### config.mk
export PLATFORM = sky130hd
export DESIGN_NAME = hbcd_top
export DESIGN_NICKNAME = d
export VERILOG_FILES = /design/src/hbcd_pkg.sv /design/src/hbcd_sync.sv /design/src/hbcd_top.sv
export VERILOG_INCLUDE_DIRS = /design/src
export SDC_FILE = /design/constraint.sdc
export NUM_CORES = 1
export LEC_CHECK = 0
export BUFFER_PORTS_ARGS = -buffer_cell sky130_fd_sc_hd__buf_4
export CORE_ASPECT_RATIO = 1.5
export CORE_MARGIN = 10
export CORE_UTILIZATION = 38
export CTS_CLUSTER_DIAMETER = 100
export DETAILED_ROUTE_END_ITERATION = 10
export GPL_ROUTABILITY_DRIVEN = 0
export HOLD_SLACK_MARGIN = 0.02
export PLACE_DENSITY_LB_ADDON = 0.08
export SYNTH_ARGS = -nofsm -noshare
export SYNTH_HDL_FRONTEND = slang
export SYNTH_SLANG_ARGS = --single-unit
### constraint.sdc
create_clock -name clk_i -period 1.7 [get_ports clk_i]
set_input_delay 0.17 -clock clk_i [delete_from_list [all_inputs] [get_ports clk_i]]
set_output_delay 0.17 -clock clk_i [all_outputs]
set_load 0.02 [all_outputs]
### src/hbcd_defines.svh
// Purpose: Constants for the host bus cycle decode block
// Assumes: 250 MHz core clock
// Notes:   Offsets, masks and counts only; no logic
`ifndef HBCD_DEFINES_SVH
`define HBCD_DEFINES_SVH

`define HBCD_ROM_BASE        24'hC_0000
`define HBCD_ROM_LAST        24'hC_7FFF
`define HBCD_PAGE_PORT       16'h46E8
`define HBCD_UNLOCK_PORT     16'hA875
`define HBCD_UNLOCK_VALUE    8'hAC
`define HBCD_ROM_CTL_EN_BIT  0
`define HBCD_PD_LOWREF_BIT   6
`define HBCD_STRAP_RESET     16'h0000
`define HBCD_CLK_PERIOD_NS   4
// Width of the page-register write strobe, in ns and in cycles
`define HBCD_STROBE_NS       20
`define HBCD_STROBE_CYC      ((`HBCD_STROBE_NS + `HBCD_CLK_PERIOD_NS - 1) / `HBCD_CLK_PERIOD_NS)

`endif

### src/hbcd_pkg.sv
// Purpose: Types for the host bus cycle decode block
// Assumes: Nothing beyond the defines header
// Notes:   Holds enumerations only
package hbcd_pkg;

	// Bus personality of the shared pins
	typedef enum logic {
		HBCD_BUS_EXP   = 1'b0,
		HBCD_BUS_LOCAL = 1'b1
	} hbcd_mode_t;

	// Qualified cycle type
	typedef enum logic [2:0] {
		HBCD_CYC_IDLE  = 3'b000,
		HBCD_CYC_MEMRD = 3'b001,
		HBCD_CYC_MEMWR = 3'b010,
		HBCD_CYC_IORD  = 3'b011,
		HBCD_CYC_IOWR  = 3'b100,
		HBCD_CYC_REFR  = 3'b101
	} hbcd_cycle_t;

	// Page strobe sequencer
	typedef enum logic [1:0] {
		HBCD_ST_LOCKED = 2'b00,
		HBCD_ST_OPEN   = 2'b01,
		HBCD_ST_PULSE  = 2'b10
	} hbcd_state_t;

endpackage

### src/hbcd_sync.sv
// Purpose: Two-flop synchroniser for an asynchronous level
// Assumes: Destination clock is clk_i
// Notes:   First flop feeds only the second
`timescale 1ns/100ps
`default_nettype none

module hbcd_sync (
	// Clock and reset
	input  wire logic clk_i,
	input  wire logic rst_b_i,
	// Level in and out
	input  wire logic d_i,
	output var  logic q_o
);

	logic meta_q;

	// Two stages; meta_q is read by q_o only
	always_ff @(posedge clk_i or negedge rst_b_i) begin
		if (!rst_b_i) begin
			meta_q <= 1'b0;
			q_o    <= 1'b0;
		end else begin
			meta_q <= d_i;
			q_o    <= meta_q;
		end
	end

endmodule
`default_nettype wire

### src/hbcd_top.sv
// Purpose: Qualify host cycles on expansion or local bus, drive ROM enable
// Assumes: Host pins synchronous to clk_i; low-rate clock is asynchronous
// Notes:   Registers reached only as ports; address and data paths elsewhere
`timescale 1ns/100ps
`default_nettype none
`include "hbcd_defines.svh"

// Summary of operation
// - Expansion memory strobes count only while refresh is inactive.
// - Local bus write-or-read high means write, low means read.
// - Strap bits load from memory bus levels at power-up reset.
// - Local bus reset clears local logic and reloads straps.
// - Active refresh on expansion bus starts a buffer refresh.
// - ROM enable asserts for C0000h-C7FFFh only when ROM control bit 0 set.
// - Write to port 46E8h pulses ROM enable as page register strobe.
// - Port 46E8h writes ignored until ACh written to port A875h.
// - Local bus mode uses low-rate clock as refresh timebase in power-down.
// - Low-rate clock selected only when power-down bit 6 is one.
// - Local bus cycles complete in step with host ready-in.
module hbcd_top (
	// Clock and resets
	input  wire logic        clk_i,
	input  wire logic        rst_b_i,
	input  wire logic        local_bus_reset_i,
	// Configuration
	input  wire logic        local_mode_i,
	input  wire logic [7:0]  rom_control_reg_i,
	input  wire logic [7:0]  power_down_control_reg_i,
	input  wire logic        power_down_i,
	input  wire logic [15:0] mem_bus_strap_i,
	// Shared bus pins
	input  wire logic        mem_read_strobe_n_i,
	input  wire logic        mem_write_strobe_n_i,
	input  wire logic        refresh_n_i,
	input  wire logic        io_read_strobe_n_i,
	input  wire logic        io_write_strobe_n_i,
	input  wire logic        host_ready_in_n_i,
	input  wire logic        cycle_start_i,
	input  wire logic        low_rate_refresh_clk_i,
	// Address and write data seen by the decode
	input  wire logic [23:0] mem_addr_i,
	input  wire logic [15:0] io_addr_i,
	input  wire logic [7:0]  io_wdata_i,
	// Decode results
	output var  logic [2:0]  cycle_type_o,
	output var  logic        mem_access_o,
	output var  logic        refresh_start_o,
	output var  logic        refresh_tick_o,
	output var  logic        cycle_done_o,
	output var  logic        rom_enable_n_o,
	output var  logic        page_unlocked_o,
	output var  logic [15:0] strap_o
);

	localparam int STROBE_CYC = `HBCD_STROBE_CYC;

	hbcd_pkg::hbcd_mode_t  mode;
	hbcd_pkg::hbcd_cycle_t cyc_d;
	hbcd_pkg::hbcd_state_t st_q;
	logic [3:0]            pulse_cnt_q;
	logic                  lb_reset_q;
	logic                  strap_load_q;
	logic                  exp_mem_rd;
	logic                  exp_mem_wr;
	logic                  exp_io_rd;
	logic                  exp_io_wr;
	logic                  lb_mem;
	logic                  lb_wr;
	logic                  io_wr;
	logic                  mem_any;
	logic                  rom_hit;
	logic                  refr_active;
	logic                  refr_prev_q;
	logic                  lowclk_s;
	logic                  lowclk_prev_q;
	logic                  use_low;
	logic                  lb_busy_q;
	logic                  rom_strobe;

	// Shared pins take exactly one meaning, chosen by the mode strap
	assign mode = local_mode_i ? hbcd_pkg::HBCD_BUS_LOCAL
	                           : hbcd_pkg::HBCD_BUS_EXP;

	// Expansion strobes; memory ones are masked by refresh
	assign refr_active = (mode == hbcd_pkg::HBCD_BUS_EXP) && !refresh_n_i;
	assign exp_mem_rd  = !mem_read_strobe_n_i && !refr_active;
	assign exp_mem_wr  = !mem_write_strobe_n_i && !refr_active;
	assign exp_io_rd   = !io_read_strobe_n_i;
	assign exp_io_wr   = !io_write_strobe_n_i;

	// Local bus reuses the memory strobe pins as M/IO and W/R
	assign lb_mem = mem_read_strobe_n_i;
	assign lb_wr  = mem_write_strobe_n_i;

	// Cycle decode per bus personality
	always_comb begin
		cyc_d = hbcd_pkg::HBCD_CYC_IDLE;
		if (mode == hbcd_pkg::HBCD_BUS_EXP) begin
			if (refr_active) begin
				cyc_d = hbcd_pkg::HBCD_CYC_REFR;
			end else if (exp_mem_rd) begin
				cyc_d = hbcd_pkg::HBCD_CYC_MEMRD;
			end else if (exp_mem_wr) begin
				cyc_d = hbcd_pkg::HBCD_CYC_MEMWR;
			end else if (exp_io_rd) begin
				cyc_d = hbcd_pkg::HBCD_CYC_IORD;
			end else if (exp_io_wr) begin
				cyc_d = hbcd_pkg::HBCD_CYC_IOWR;
			end
		end else if (cycle_start_i && !lb_reset_q) begin
			case ({lb_mem, lb_wr})
				2'b00:   cyc_d = hbcd_pkg::HBCD_CYC_IORD;
				2'b01:   cyc_d = hbcd_pkg::HBCD_CYC_IOWR;
				2'b10:   cyc_d = hbcd_pkg::HBCD_CYC_MEMRD;
				2'b11:   cyc_d = hbcd_pkg::HBCD_CYC_MEMWR;
				default: cyc_d = hbcd_pkg::HBCD_CYC_IDLE;
			endcase
		end
	end

	assign mem_any = (cyc_d == hbcd_pkg::HBCD_CYC_MEMRD) ||
	                 (cyc_d == hbcd_pkg::HBCD_CYC_MEMWR);
	assign io_wr   = (cyc_d == hbcd_pkg::HBCD_CYC_IOWR);
	assign rom_hit = rom_control_reg_i[`HBCD_ROM_CTL_EN_BIT] &&
	                 (cyc_d == hbcd_pkg::HBCD_CYC_MEMRD) &&
	                 (mem_addr_i >= `HBCD_ROM_BASE) &&
	                 (mem_addr_i <= `HBCD_ROM_LAST);

	// Registered decode outputs
	always_ff @(posedge clk_i or negedge rst_b_i) begin
		if (!rst_b_i) begin
			cycle_type_o <= 3'h0;
			mem_access_o <= 1'b0;
		end else begin
			cycle_type_o <= cyc_d;
			mem_access_o <= mem_any;
		end
	end

	// Refresh start: one pulse on the falling edge of refresh
	always_ff @(posedge clk_i or negedge rst_b_i) begin
		if (!rst_b_i) begin
			refr_prev_q     <= 1'b0;
			refresh_start_o <= 1'b0;
		end else begin
			refr_prev_q     <= refr_active;
			refresh_start_o <= refr_active && !refr_prev_q;
		end
	end

	// Low-rate clock is asynchronous, so it is brought in through flops
	hbcd_sync u_lowclk_sync (
		.clk_i   (clk_i),
		.rst_b_i (rst_b_i),
		.d_i     (low_rate_refresh_clk_i),
		.q_o     (lowclk_s)
	);

	// Refresh timebase swaps to the slow clock only in local power-down
	assign use_low = (mode == hbcd_pkg::HBCD_BUS_LOCAL) && power_down_i &&
	                 power_down_control_reg_i[`HBCD_PD_LOWREF_BIT];

	always_ff @(posedge clk_i or negedge rst_b_i) begin
		if (!rst_b_i) begin
			lowclk_prev_q  <= 1'b0;
			refresh_tick_o <= 1'b0;
		end else begin
			lowclk_prev_q  <= lowclk_s;
			refresh_tick_o <= use_low && lowclk_s && !lowclk_prev_q;
		end
	end

	// Local bus reset is held one cycle registered for a clean release
	always_ff @(posedge clk_i or negedge rst_b_i) begin
		if (!rst_b_i) begin
			lb_reset_q <= 1'b1;
		end else begin
			lb_reset_q <= local_bus_reset_i && local_mode_i;
		end
	end

	// Straps: caught on the first clock after either reset releases
	always_ff @(posedge clk_i or negedge rst_b_i) begin
		if (!rst_b_i) begin
			strap_load_q <= 1'b1;
			strap_o      <= `HBCD_STRAP_RESET;
		end else begin
			strap_load_q <= lb_reset_q;
			if (strap_load_q || lb_reset_q) begin
				strap_o <= mem_bus_strap_i;
			end
		end
	end

	// Local cycle is busy from start until host ready-in samples low
	always_ff @(posedge clk_i or negedge rst_b_i) begin
		if (!rst_b_i) begin
			lb_busy_q    <= 1'b0;
			cycle_done_o <= 1'b0;
		end else if (lb_reset_q) begin
			lb_busy_q    <= 1'b0;
			cycle_done_o <= 1'b0;
		end else begin
			cycle_done_o <= 1'b0;
			if (cyc_d != hbcd_pkg::HBCD_CYC_IDLE &&
			    mode == hbcd_pkg::HBCD_BUS_LOCAL) begin
				lb_busy_q <= 1'b1;
			end
			if ((lb_busy_q || cycle_start_i) && !host_ready_in_n_i) begin
				lb_busy_q    <= 1'b0;
				cycle_done_o <= 1'b1;
			end
		end
	end

	// Unlock and page-strobe sequencer; unlock holds until another value is written to port A875h
	always_ff @(posedge clk_i or negedge rst_b_i) begin
		if (!rst_b_i) begin
			st_q        <= hbcd_pkg::HBCD_ST_LOCKED;
			pulse_cnt_q <= 4'h0;
		end else begin
			case (st_q)
				hbcd_pkg::HBCD_ST_LOCKED: begin
					if (io_wr && io_addr_i == `HBCD_UNLOCK_PORT &&
					    io_wdata_i == `HBCD_UNLOCK_VALUE) begin
						st_q <= hbcd_pkg::HBCD_ST_OPEN;
					end
				end
				hbcd_pkg::HBCD_ST_OPEN: begin
					if (io_wr && io_addr_i == `HBCD_PAGE_PORT) begin
						st_q        <= hbcd_pkg::HBCD_ST_PULSE;
						pulse_cnt_q <= 4'(STROBE_CYC - 1);
					end else if (io_wr && io_addr_i == `HBCD_UNLOCK_PORT &&
					             io_wdata_i != `HBCD_UNLOCK_VALUE) begin
						st_q <= hbcd_pkg::HBCD_ST_LOCKED;
					end
				end
				hbcd_pkg::HBCD_ST_PULSE: begin
					if (pulse_cnt_q == 4'h0) begin
						st_q <= hbcd_pkg::HBCD_ST_OPEN;
					end else begin
						pulse_cnt_q <= pulse_cnt_q - 4'h1;
					end
				end
				default: st_q <= hbcd_pkg::HBCD_ST_LOCKED;
			endcase
		end
	end

	assign rom_strobe = (st_q == hbcd_pkg::HBCD_ST_PULSE);

	// ROM enable: ROM window read or page strobe, expansion mode only
	always_ff @(posedge clk_i or negedge rst_b_i) begin
		if (!rst_b_i) begin
			rom_enable_n_o  <= 1'b1;
			page_unlocked_o <= 1'b0;
		end else begin
			rom_enable_n_o  <= !((rom_hit || rom_strobe) &&
			                    mode == hbcd_pkg::HBCD_BUS_EXP);
			page_unlocked_o <= (st_q != hbcd_pkg::HBCD_ST_LOCKED);
		end
	end

endmodule
`default_nettype wire

; Yosys cells after proc, flatten, opt, wreduce, memory -nomap -nowiden
; Cells that the tools add are included.
[totals]
register_bits = 38
latch_bits = 0
mem_bits_rw = 0
mem_bits_ro = 0
input_bits = 93
out_inout_bits = 25
word_cells = 102
n_memories = 0
[op_classes]
add_sub_neg = 1
n_mul = 0
n_div = 0
n_lt_le_gt_ge = 2
n_eq_ne = 17
n_shift = 0
muxes = 22
bitwise = 1
n_reduce_logical = 42
[op_table]
columns = op, n
row1 = "24-bit by 20-bit greater-or-equal comparator with 1-bit output, second input constant", 1
row2 = "24-bit by 20-bit less-or-equal comparator with 1-bit output, second input constant", 1
row3 = 3-bit 2-to-1 mux, 7
row4 = 1-bit logical AND, 20
row5 = "16-bit by 15-bit == test with 1-bit output, second input constant", 1
row6 = "16-bit == test, second input constant", 1
row7 = 3-bit one-hot mux with 4 select lines, 1
row8 = 1-bit logical NOT, 9
row9 = "8-bit == test, second input constant", 1
row10 = 2-bit 2-to-1 mux, 4
row11 = 4-bit 2-to-1 mux, 2
row12 = "8-bit != test, second input constant", 1
row13 = 4-bit one-hot mux with 2 select lines, 1
row14 = "2-bit == test, second input constant", 3
row15 = 1-bit 2-to-1 mux, 6
row16 = "2-bit != test, second input constant", 3
row17 = 2-bit one-hot mux with 3 select lines, 1
row18 = 3-bit AND reduction, 2
row19 = 3-bit nonzero test, 2
row20 = "2-bit by 1-bit == test with 1-bit output, second input constant", 2
row21 = 2-bit logical NOT, 2
row22 = 4-bit logical NOT, 1
row23 = 1-bit logical OR, 4
row24 = 2-bit nonzero test, 2
row25 = other kinds (7), 7

; Logic depth before layout (Yosys ltp)
; Gate-level depths: netlist (run 1).
[logic_depth]
depth_word = 16
ltp_mapped = 9

; Cells and area by module
; Synthesis (run 1) repeated with hierarchy kept, for this count alone.
[hier_totals]
cells_unflattened = 153
hier_area_um2 = 1798.0
[by_module_without_submodules]
columns = mod, instances, cells_each, area_per_inst_um2
row1 = hbcd_top, 1, 151, 1747.9
row2 = hbcd_sync, 1, 2, 50.0

; Worst setup path after synthesis (run 1)
; No wires, ideal clock.
[synth_timing]
path_type = flip-flop to flip-flop
startpoint = reg lb_reset_q
endpoint = reg pulse_cnt_q[3]
arrival_ns = 1.523
setup_slack_ns = 0.057
path_stages_with_launch = 7
cell_sequence = dfstp_2 -> nand3b_1 -> o2111a_1 -> nand3_2 -> a21boi_4 -> mux2i_1 -> nand2_1
[synth_between]
elab_chain_cells = 8
[synth_rtl]
columns = item, line
row1 = "start, declared", hbcd_top.sv:61  ; logic lb_reset_q;
row2 = "start signal, assigned", hbcd_top.sv:178  ; lb_reset_q <= local_bus_reset_i && local_mode_i;
row3 = 1-bit logical NOT, hbcd_top.sv:110  ; end else if (cycle_start_i && !lb_reset_q) begin
row4 = 1-bit logical AND, hbcd_top.sv:110
row5 = 3-bit 2-to-1 mux, hbcd_top.sv:110
row6 = 3-bit 2-to-1 mux, hbcd_top.sv:98  ; if (mode == hbcd_pkg::HBCD_BUS_EXP) begin
row7 = 3-bit == test, hbcd_top.sv:123  ; assign io_wr = (cyc_d == hbcd_pkg::HBCD_CYC_IOWR);
row8 = 1-bit logical AND (no source line), --
row9 = 2-bit != test (no source line), --
row10 = 3-bit AND reduction (no source line), --
row11 = "end signal, assigned", hbcd_top.sv:232  ; pulse_cnt_q <= 4'(STROBE_CYC - 1);
row12 = "end signal, assigned", hbcd_top.sv:242  ; pulse_cnt_q <= pulse_cnt_q - 4'h1;
row13 = "end, declared", hbcd_top.sv:60  ; logic [3:0] pulse_cnt_q;
; No other way between the ends.
; A chain may end at the register's enable or synchronous reset.

; Worst setup path after layout (run 1)
; Same ends and word-level chain as after synthesis.

==> results of run 1 <==
==> critical path: stages (launching register included) <==
cell and delay (ns):
dfstp_2 0.54, nand3b_1 0.18, o2111a_1 0.24, nand3_2 0.11, a21boi_4 0.24, mux2i_1 0.21
nand2_1 0.07
==> what timing repair did <==
item,in CTS,in global routing
resized for setup,1,4
hold buffers,2,0
endpoints found under the hold margin,36,0
buffers inserted,1,0
endpoints found under the setup margin,6,7
pin swaps,6,0
==> synthesized netlist by cell type (2+ instances only) <==
master,count
dfrtp_1,35
mux2_2,16
inv_1,12
nor2_1,9
ha_1,8
nand2_1,8
nor3_1,6
nand3_1,4
nand3b_1,4
a21oi_1,3
dfstp_2,3
nor4_1,3
o21ai_1,3
a22o_1,2
buf_2,2
nand4_1,2
nand4bb_1,2
nor3b_2,2
nor4bb_1,2
o211ai_1,2
o31a_1,2
==> state kept, by name, indices dropped and copies added, names as in the netlist, 2 cells and up <==
name,cells
cycle_type_o,3
st_q,2
pulse_cnt_q,4
strap_o,16
==> routing by layer <==
| layer | up-vias | GRT usage (%) | wire [µm] |
|---|---|---|---|
| met2 | 71 | 20.2 | 2370 |
| met1 | 740 | 12.6 | 1800 |
| met4 | 0 | 2.40 | 20 |
| met3 | 3 | 5.36 | 474 |
| met5 | - | 0 | 0 |
| li1 | 779 | - | - |
==> through the flow <==
stage / TNS, ns / area, µm²
finish: -0.00563 / 2840
global route: -0.427 / 2840
CTS: -0.0452 / 2830
detailed placement: -0.800 / 2700
global placement: -0.544 / 2700
floorplan: 0 / 1850
==> worst paths after layout <==
check	endpoint	startpoint	slack, ns
setup / recovery	pulse_cnt_q[3]	lb_reset_q	-0.006
hold / removal	cycle_done_o	host_ready_in_n_i	0.05
setup reg to reg	pulse_cnt_q[3]	lb_reset_q	-0.006
hold reg to reg	u_lowclk_sync.q_o	u_lowclk_sync.meta_q	0.35
max in group asynchronous	lb_reset_q	rst_b_i	0.97
min in group asynchronous	strap_o[8]	rst_b_i	0.38
==> cell type report <==
cell class / count / area share [%]
multi-input cells: 100 / 30.0
inverters: 13 / 1.72
clock inverters: 1 / 0.176
flip-flops and latches: 38 / 33.6
clock buffers: 7 / 3.04
well taps: 66 / 2.90
repair buffers: 107 / 28.6
==> kinds of logic after synthesis <==
family | after synthesis
and+or+nand+nor | 53
DFF | 38
AOI/OAI and AO/OA | 21
muxes | 17
buffers and inverters | 15
adders and majority gates | 8
xor gates and xnor gates | 1
==> where the power goes <==
part / total, µW / internal [µW] / switching (µW)
logic: 868 / 465 / 403
registers: 1140 / 1050 / 88.3
clock network: 611 / 327 / 285
==> layout by cell type, fill, tap and decap left out, types with 2 or more instances in the layout <==
cell type,synthesis,routed
nor4bb_1,2,2
dfstp_2,3,3
nor3b_2,2,2
dlygate4sd3_1,0,2
nand4bb_1,2,2
nand4_1,2,2
buf_4,0,104
dfrtp_1,35,35
nor4_1,3,3
o211ai_1,2,2
o31a_1,2,2
mux2_2,16,16
nor2_1,9,9
a21oi_1,3,3
clkbuf_8,0,6
nand3_1,4,4
nand2_1,8,7
nor3_1,6,6
nand3b_1,4,4
o21ai_1,3,3
ha_1,8,8
inv_1,12,12
==> results_dict.tcl, run 1 <==
set metrics [dict create \
    outcome "complete, but fails checks" \
    violations "negative setup slack" \
    routed_wl_um 4670 \
    grt_overflow 0 \
    yosys.area_share.simple_pct 18.6 \
    synth.area.top_cells "dfrtp_1 47%, mux2_2 9.7%, ha_1 5.4%, dfstp_2 4.3%, inv_1 2.4%" \
    synth_xor_area_share_pct 0.474 \
    via_per_inst 4.80 \
    slew_headroom_pct 68.7 \
    drive_above_1_share_pct 54.9 \
    arrival_ns 1.88 \
    r2r_cells 6 \
    max-vdd-ir-drop_mv 0.532 \
    synth_compound_area_share_pct 10.4 \
    whs_ns 0.0523 \
    final_core_util_pct 59.6 \
    powerDensity_mw_per_mm2 922 \
    tritoncts "done" \
    syn-cell-area_mm2 0.00185 \
    drt_iter0_drc 62 \
    io_pins 118 \
    diodes 0 \
    grt_usage_pct 11.6 \
    grt_pass1_vias 1789 \
    antenna_found_initial 0 \
    portBuffers 88 \
    synth_nets 254 \
    cts-buffers-inserted 5 \
    post-place-ws_ns -0.220 \
    synth_top_family_by_area "simple AND/OR/NAND/NOR gates" \
    ys_seq_elements 38 \
    num_rows 31 \
    layoutNonFillerInstCount 332 \
    regArea_um2 955 \
    cts.sinks 38 \
    p_leak_uw 0.00135 \
    root_buffer "clkbuf_8" \
    drtAntennaViolNets 0 \
    fin_crit_ns 1.71 \
    fmax_mhz 586 \
    die_w_um 76.9 \
    ys_seq_area_share_pct 51.7 \
    cap_viol_max_count 0 \
    postSynthAreaPerCell_um2 12.1 \
    cts-htree-levels 2 \
    min_path_type "in2reg" \
    synthCells 153 \
    clk_path_buf_depth 2 \
    synth_edf_count 0 \
    filler_cell_count 446 \
    dieArea_mm2 0.00811 \
    worstSetupStartpointType "flip-flop" \
    layout_setup_ws_ns -0.00563 \
    synth_area_leader_cell "dfrtp_1" \
    synthAdderAreaFrac_pct 5.42 \
    fin_crit_sh_pct 100 \
    die_h_um 105 \
    crit_path_end_kind "flip-flop" \
    whs_path_depth 2 \
    clk_pin_slew_ns 0.07 \
    tightestPinTransition_ns 0.466 \
    clock_skew_ns 0.00235 \
    grt_pass1_wl_um 8030 \
    dp_hpwl_um 3910 \
    synth_ff_type "dfrtp_1" \
    worstSkewPairLatency_ns 0.28 \
    multi_input_area_um2 853 \
    synth_top_area_share_pct 47.4 \
    synth_mux_area_share_pct 10.3 \
    drc 0 \
    finalSetupViolations 1 \
    post-place-cells 321 \
    async_reset_ff_share_pct 100 \
    worstPathRequired_ns 1.87 \
    maxSlewViolCount 0 \
    grt_max_degree 39 \
    synth_cell_types 44 \
    rsz0062_at_grt "true" \
    wire_per_inst_um 14.1 \
    areaGrowthSynthToFinish_pct 53.8 \
    ys_warn_count 0 \
    cp_max_fo 5 \
    total_power_uw 2620 \
    finalHoldViolations 0 \
    setup.worst_path.class "reg2reg" \
    nets 366 \
    design.core.area_mm2 0.00477 \
    via_count 1593 \
    start_util_pct 38.7 \
    drtPass1Iterations 4 \
]
Note: power is estimated with default switching activity, not from simulation.
==> run 2, diff against run 1 <==
- CTS_BUF_LIST: default -> sky130_fd_sc_hd__clkbuf_16
- HOLD_SLACK_MARGIN: 0.02 -> default
==> results_dict.tcl, run 2 (same netlist as run 1, synthesis figures left out) <==
set metrics [dict create \
    io_pins 118 \
    worstSkewPairLatency_ns 0.27 \
    post-place-cells 321 \
    fin_crit_sh_pct 101 \
    arrival_ns 1.86 \
    cts-htree-levels 2 \
    portBuffers 88 \
    final_core_util_pct 60.7 \
    nets 367 \
    outcome "complete, but fails checks" \
    areaGrowthSynthToFinish_pct 56.7 \
    finalHoldViolations 0 \
    tritoncts "done" \
    root_buffer "clkbuf_16" \
    fmax_mhz 585 \
    cts.sinks 38 \
    regArea_um2 955 \
    max-vdd-ir-drop_mv 0.580 \
    dp_hpwl_um 3910 \
    slowest_delay_ns 0.54 \
    via_count 1595 \
    clock_skew_ns 0.00251 \
    filler_cell_count 444 \
    worstPathRequired_ns 1.85 \
    final_common_cell "buf_4" \
    via_per_inst 4.79 \
    grt_max_degree 39 \
    wire_per_inst_um 13.8 \
    largest_reg_flops 16 \
    setup.worst_path.class "reg2reg" \
    multi_input_area_um2 853 \
    worstSetupStartpointType "flip-flop" \
    drtAntennaViolNets 0 \
    die_h_um 105 \
    worstPathCellList "nand3b_1 > o2111a_1 > nand3_2 > a21boi_4 > mux2i_1 > nand2_1" \
    tightestPinTransition_ns 0.461 \
    layout_setup_ws_ns -0.00954 \
    wl_met3_um 464 \
    die_w_um 76.9 \
    slew_headroom_pct 69.0 \
    grt_pass1_vias 1795 \
    drc 0 \
    rsz0062_at_grt "true" \
    final_cell_mix "105 x buf_4, 35 x dfrtp_1, 16 x mux2_2" \
    whs_ns 0.0674 \
    cp_max_fo 5 \
    maxSlewViolCount 0 \
    routed-wl-met2_um 2340 \
    diodes 0 \
    finalSetupViolations 1 \
    antenna_found_initial 0 \
    grt_overflow 0 \
    clk_pin_slew_ns 0.05 \
    cts-buffers-inserted 5 \
    p_leak_uw 0.00138 \
    violations "negative setup slack" \
    clk_path_buf_depth 2 \
    drt_iter0_drc 64 \
    start_util_pct 38.7 \
    drive_above_1_share_pct 54.7 \
    wl_met1_um 1790 \
    num_rows 31 \
    grt_pass1_wl_um 8000 \
    design.core.area_mm2 0.00477 \
    largestRegisters "strap_o: 16 flops, pulse_cnt_q: 4 flops, cycle_type_o: 3 flops" \
    top_layer "met4" \
    cpMaxStageDelayCell "dfstp_2" \
    routed_wl_um 4600 \
    powerDensity_mw_per_mm2 980 \
    tns_ns -0.00954 \
    final_area_mm2 0.00290 \
    drtPass1Iterations 4 \
    crit_path_end_kind "flip-flop" \
    regMostFlops "strap_o" \
    grt_usage_pct 11.4 \
    fin_crit_ns 1.71 \
    dieArea_mm2 0.00811 \
    dpl-instance-area_mm2 0.00270 \
    cap_viol_max_count 0 \
    layoutNonFillerInstCount 333 \
    min_path_type "in2reg" \
]
==> run 2: cell count changes in the layout (fill, tap and decap cells not counted) <==
cell,delta
clkbuf_1,-1
inv_1,+1
clkbuf_16,+5
clkinv_1,+1
clkbuf_8,-6
buf_4,+1
==> run 2: area by class of cell <==
cell class / instances / share of cell area (%)
clock inverters: 3 / 0.432
well taps: 66 / 2.85
inverters: 13 / 1.68
repair buffers: 108 / 28.3
clock buffers: 5 / 4.32
flip-flops and latches: 38 / 33.0
multi-input cells: 100 / 29.5
==> run 2: where the power goes <==
group | internal, µW | switching (µW)
Sequential | 1060 | 88.4
Combinational | 463 | 402
Clock | 528 | 302
==> run 2: timing repair <==
item | CTS | global route
endpoints found under the hold margin | 36 | 0
hold buffers | 2 | 0
gates resized for setup | 1 | 4
pin swaps | 7 | 4
setup endpoints to repair | 6 | 7
gates cloned | 0 | 0
buffers inserted | 1 | 1
==> run 2: critical path, delay by kind of cell (launching register included) <==
kind             cells  cell delay, ns
AND/OR/NAND/NOR      3            0.35
AO/OA/AOI/OAI        2            0.49
multiplexers         1            0.21
flip-flops           1            0.54
==> run 2: per-layer routing <==
metal	global-route usage [%]	up-vias
met2	20.3	70
met4	1.60	0
met5	0	-
met1	12.3	740
li1	-	783
met3	5.36	2
==> run 2: worst paths after layout <==
kind / startpoint / end / slack (ns) / cells after the start
min in group asynchronous: rst_b_i / strap_o[8] / 0.39 / 2
hold reg to reg: u_lowclk_sync.meta_q / u_lowclk_sync.q_o / 0.35 / 0
max in group asynchronous: rst_b_i / rom_enable_n_o / 0.96 / 2
hold / removal: host_ready_in_n_i / cycle_done_o / 0.07 / 2
setup / recovery: lb_reset_q / pulse_cnt_q[3] / -0.01 / 6
setup reg to reg: lb_reset_q / pulse_cnt_q[3] / -0.01 / 6
==> run 2: metrics by stage <==
step           setup slack [ns]  total power [µW]
2_1_floorplan            0.0573              1620
3_3_place_gp             -0.138              2000
3_5_place_dp             -0.220              2010
4_1_cts                 -0.0446              2880
5_1_grt                  -0.111              3040
6_report               -0.00954              2840
==> run 3, diff against run 2 <==
- clock period: 1.7 -> 1.5 ns (I/O delays scaled with it)
==> results_dict.tcl, run 3 (same netlist as run 1, synthesis figures left out) <==
set metrics [dict create \
    cp_max_fo 3 \
    cpMaxStageDelayCell "dfstp_2" \
    final_core_util_pct 63.2 \
    max-vdd-ir-drop_mv 1.05 \
    r2r_start "lb_reset_q" \
    diodes 0 \
    drtPass1Iterations 4 \
    slew_headroom_pct 68.0 \
    root_buffer "clkbuf_16" \
    die_h_um 105 \
    worstSetupStartpointType "flip-flop" \
    clock_skew_ns 0.00589 \
    internal-power_uw 2730 \
    worstPathRequired_ns 1.66 \
    tightestPinTransition_ns 0.480 \
    maxSlewViolCount 0 \
    layoutNonFillerInstCount 338 \
    drive_above_1_share_pct 57.0 \
    drtAntennaViolNets 0 \
    r2r_cells 6 \
    regMostFlops "strap_o" \
    areaGrowthSynthToFinish_pct 63.2 \
    rsz0062_at_grt "true" \
    final_cell_mix "110 x buf_4, 35 x dfrtp_1, 16 x mux2_2" \
    routed_wl_um 5070 \
    io_pins 118 \
    tritoncts "done" \
    largest_reg_flops 16 \
    finalSetupViolations 6 \
    power_frac_clock_pct 36.8 \
    grt_usage_pct 12.4 \
    clk_path_buf_depth 2 \
    post-place-ws_ns -0.238 \
    drc 0 \
    via_per_inst 4.91 \
    start_util_pct 38.7 \
    setup.worst_path.class "reg2reg" \
    p_comb_share_pct 28.4 \
    dpl-instance-area_mm2 0.00275 \
    p_leak_uw 0.00142 \
    sw_frac_of_total_pct 26.8 \
    p_sw_uw 1000 \
    fin_crit_sh_pct 109 \
    violations "negative setup slack" \
    fmax_mhz 610 \
    num_rows 31 \
    r2r_slack_ns -0.14 \
    largestRegisters "strap_o: 16 flops, pulse_cnt_q: 4 flops, cycle_type_o: 3 flops" \
    drt_iter0_drc 72 \
    finalHoldViolations 0 \
    crit_path_start "lb_reset_q" \
    grt_pass1_wl_um 8420 \
    final_area_mm2 0.00302 \
    clk_pin_slew_ns 0.06 \
    arrival_ns 1.80 \
    total_power_uw 3730 \
    slowest_delay_ns 0.54 \
    wire_per_inst_um 15.0 \
    cts.sinks 38 \
    fin_crit_ns 1.64 \
    die_w_um 76.9 \
    grt_max_degree 39 \
    grt_pass1_vias 1769 \
    min_path_type "in2reg" \
    cts-buffers-inserted 5 \
    worstPathCellList "nand3b_1 > o2111ai_2 > nor4b_2 > o22ai_2 > o21ai_1 > o41ai_2" \
    power.share.sequential_pct 34.7 \
    via_count 1660 \
    antenna_found_initial 0 \
    post-place-cells 326 \
    grt_overflow 0 \
    dieArea_mm2 0.00811 \
    nets 372 \
    rr_endpoint "st_q[1]" \
    layout_setup_ws_ns -0.140 \
    outcome "complete, but fails checks" \
    design.core.area_mm2 0.00477 \
    dp_hpwl_um 4120 \
    portBuffers 88 \
    cts-htree-levels 2 \
    crit_path_end_kind "flip-flop" \
    powerDensity_mw_per_mm2 1240 \
    worstSkewPairLatency_ns 0.28 \
    final_common_cell "buf_4" \
    cap_viol_max_count 0 \
    endpoint "st_q[1]" \
]
==> run 3: worst min-delay path by stage <==
stage | from | endpoint | cells after the start
6_report | host_ready_in_n_i | cycle_done_o | 2
5_1_grt | host_ready_in_n_i | cycle_done_o | 2
4_1_cts | host_ready_in_n_i | cycle_done_o | 2
3_5_place_dp | rst_b_i | strap_o[8] | 1
3_3_place_gp | rst_b_i | strap_o[8] | 1
2_1_floorplan | rst_b_i | cycle_done_o | 0
==> run 3: worst max-delay path: cells and delay by family, from the launching register on <==
| family | cells | cell delay, ns |
|---|---|---|
| flops | 1 | 0.54 |
| simple gates | 2 | 0.44 |
| compound gates | 4 | 0.54 |
==> run 3: what timing repair did <==
| action | 4_1_cts | 5_1_grt |
|---|---|---|
| setup endpoints to repair | 8 | 9 |
| hold buffers | 2 | 0 |
| pin swaps | 3 | 5 |
| setup buffers | 2 | 1 |
| gates resized for setup | 4 | 4 |
| endpoints found under the hold margin | 36 | 0 |
==> run 3: routing by layer <==
metal / GRT usage (%) / part of all wire (%) / vias to the layer above
li1: - / - / 803
met1: 13.5 / 41 / 784
met2: 22.0 / 50 / 69
met3: 4.76 / 8.0 / 4
met4: 3.20 / 0.85 / 0
met5: 0 / 0 / -
==> run 3: per-stage QoR <==
step | hold slack [ns] | TNS (ns)
floorplan | -0.146 | -0.227
global placement | 0.141 | -1.29
detailed placement | 0.149 | -1.46
CTS | 0.0427 | -0.625
global route | 0.0451 | -1.02
finish | 0.0439 | -0.641
==> run 3: power by group through the flow <==
| stage | combinational [µW] | clock [µW] | sequential, µW |
|---|---|---|---|
| global route | 1170 | 1450 | 1310 |
| detailed placement | 1050 | 0 | 1310 |
| global placement | 1030 | 0 | 1310 |
| floorplan | 437 | 0 | 1400 |
| CTS | 1070 | 1400 | 1290 |
| finish | 1060 | 1370 | 1290 |
==> run 3: cell type report <==
type                       count  area (µm²)
inverter                      13        51.3
fill                         404        1760
tap                           66        82.6
timing repair buffer         113         857
clock inverter                 3        68.8
multi-input combinational    100         876
clock buffer                   5         125
sequential                    38         955
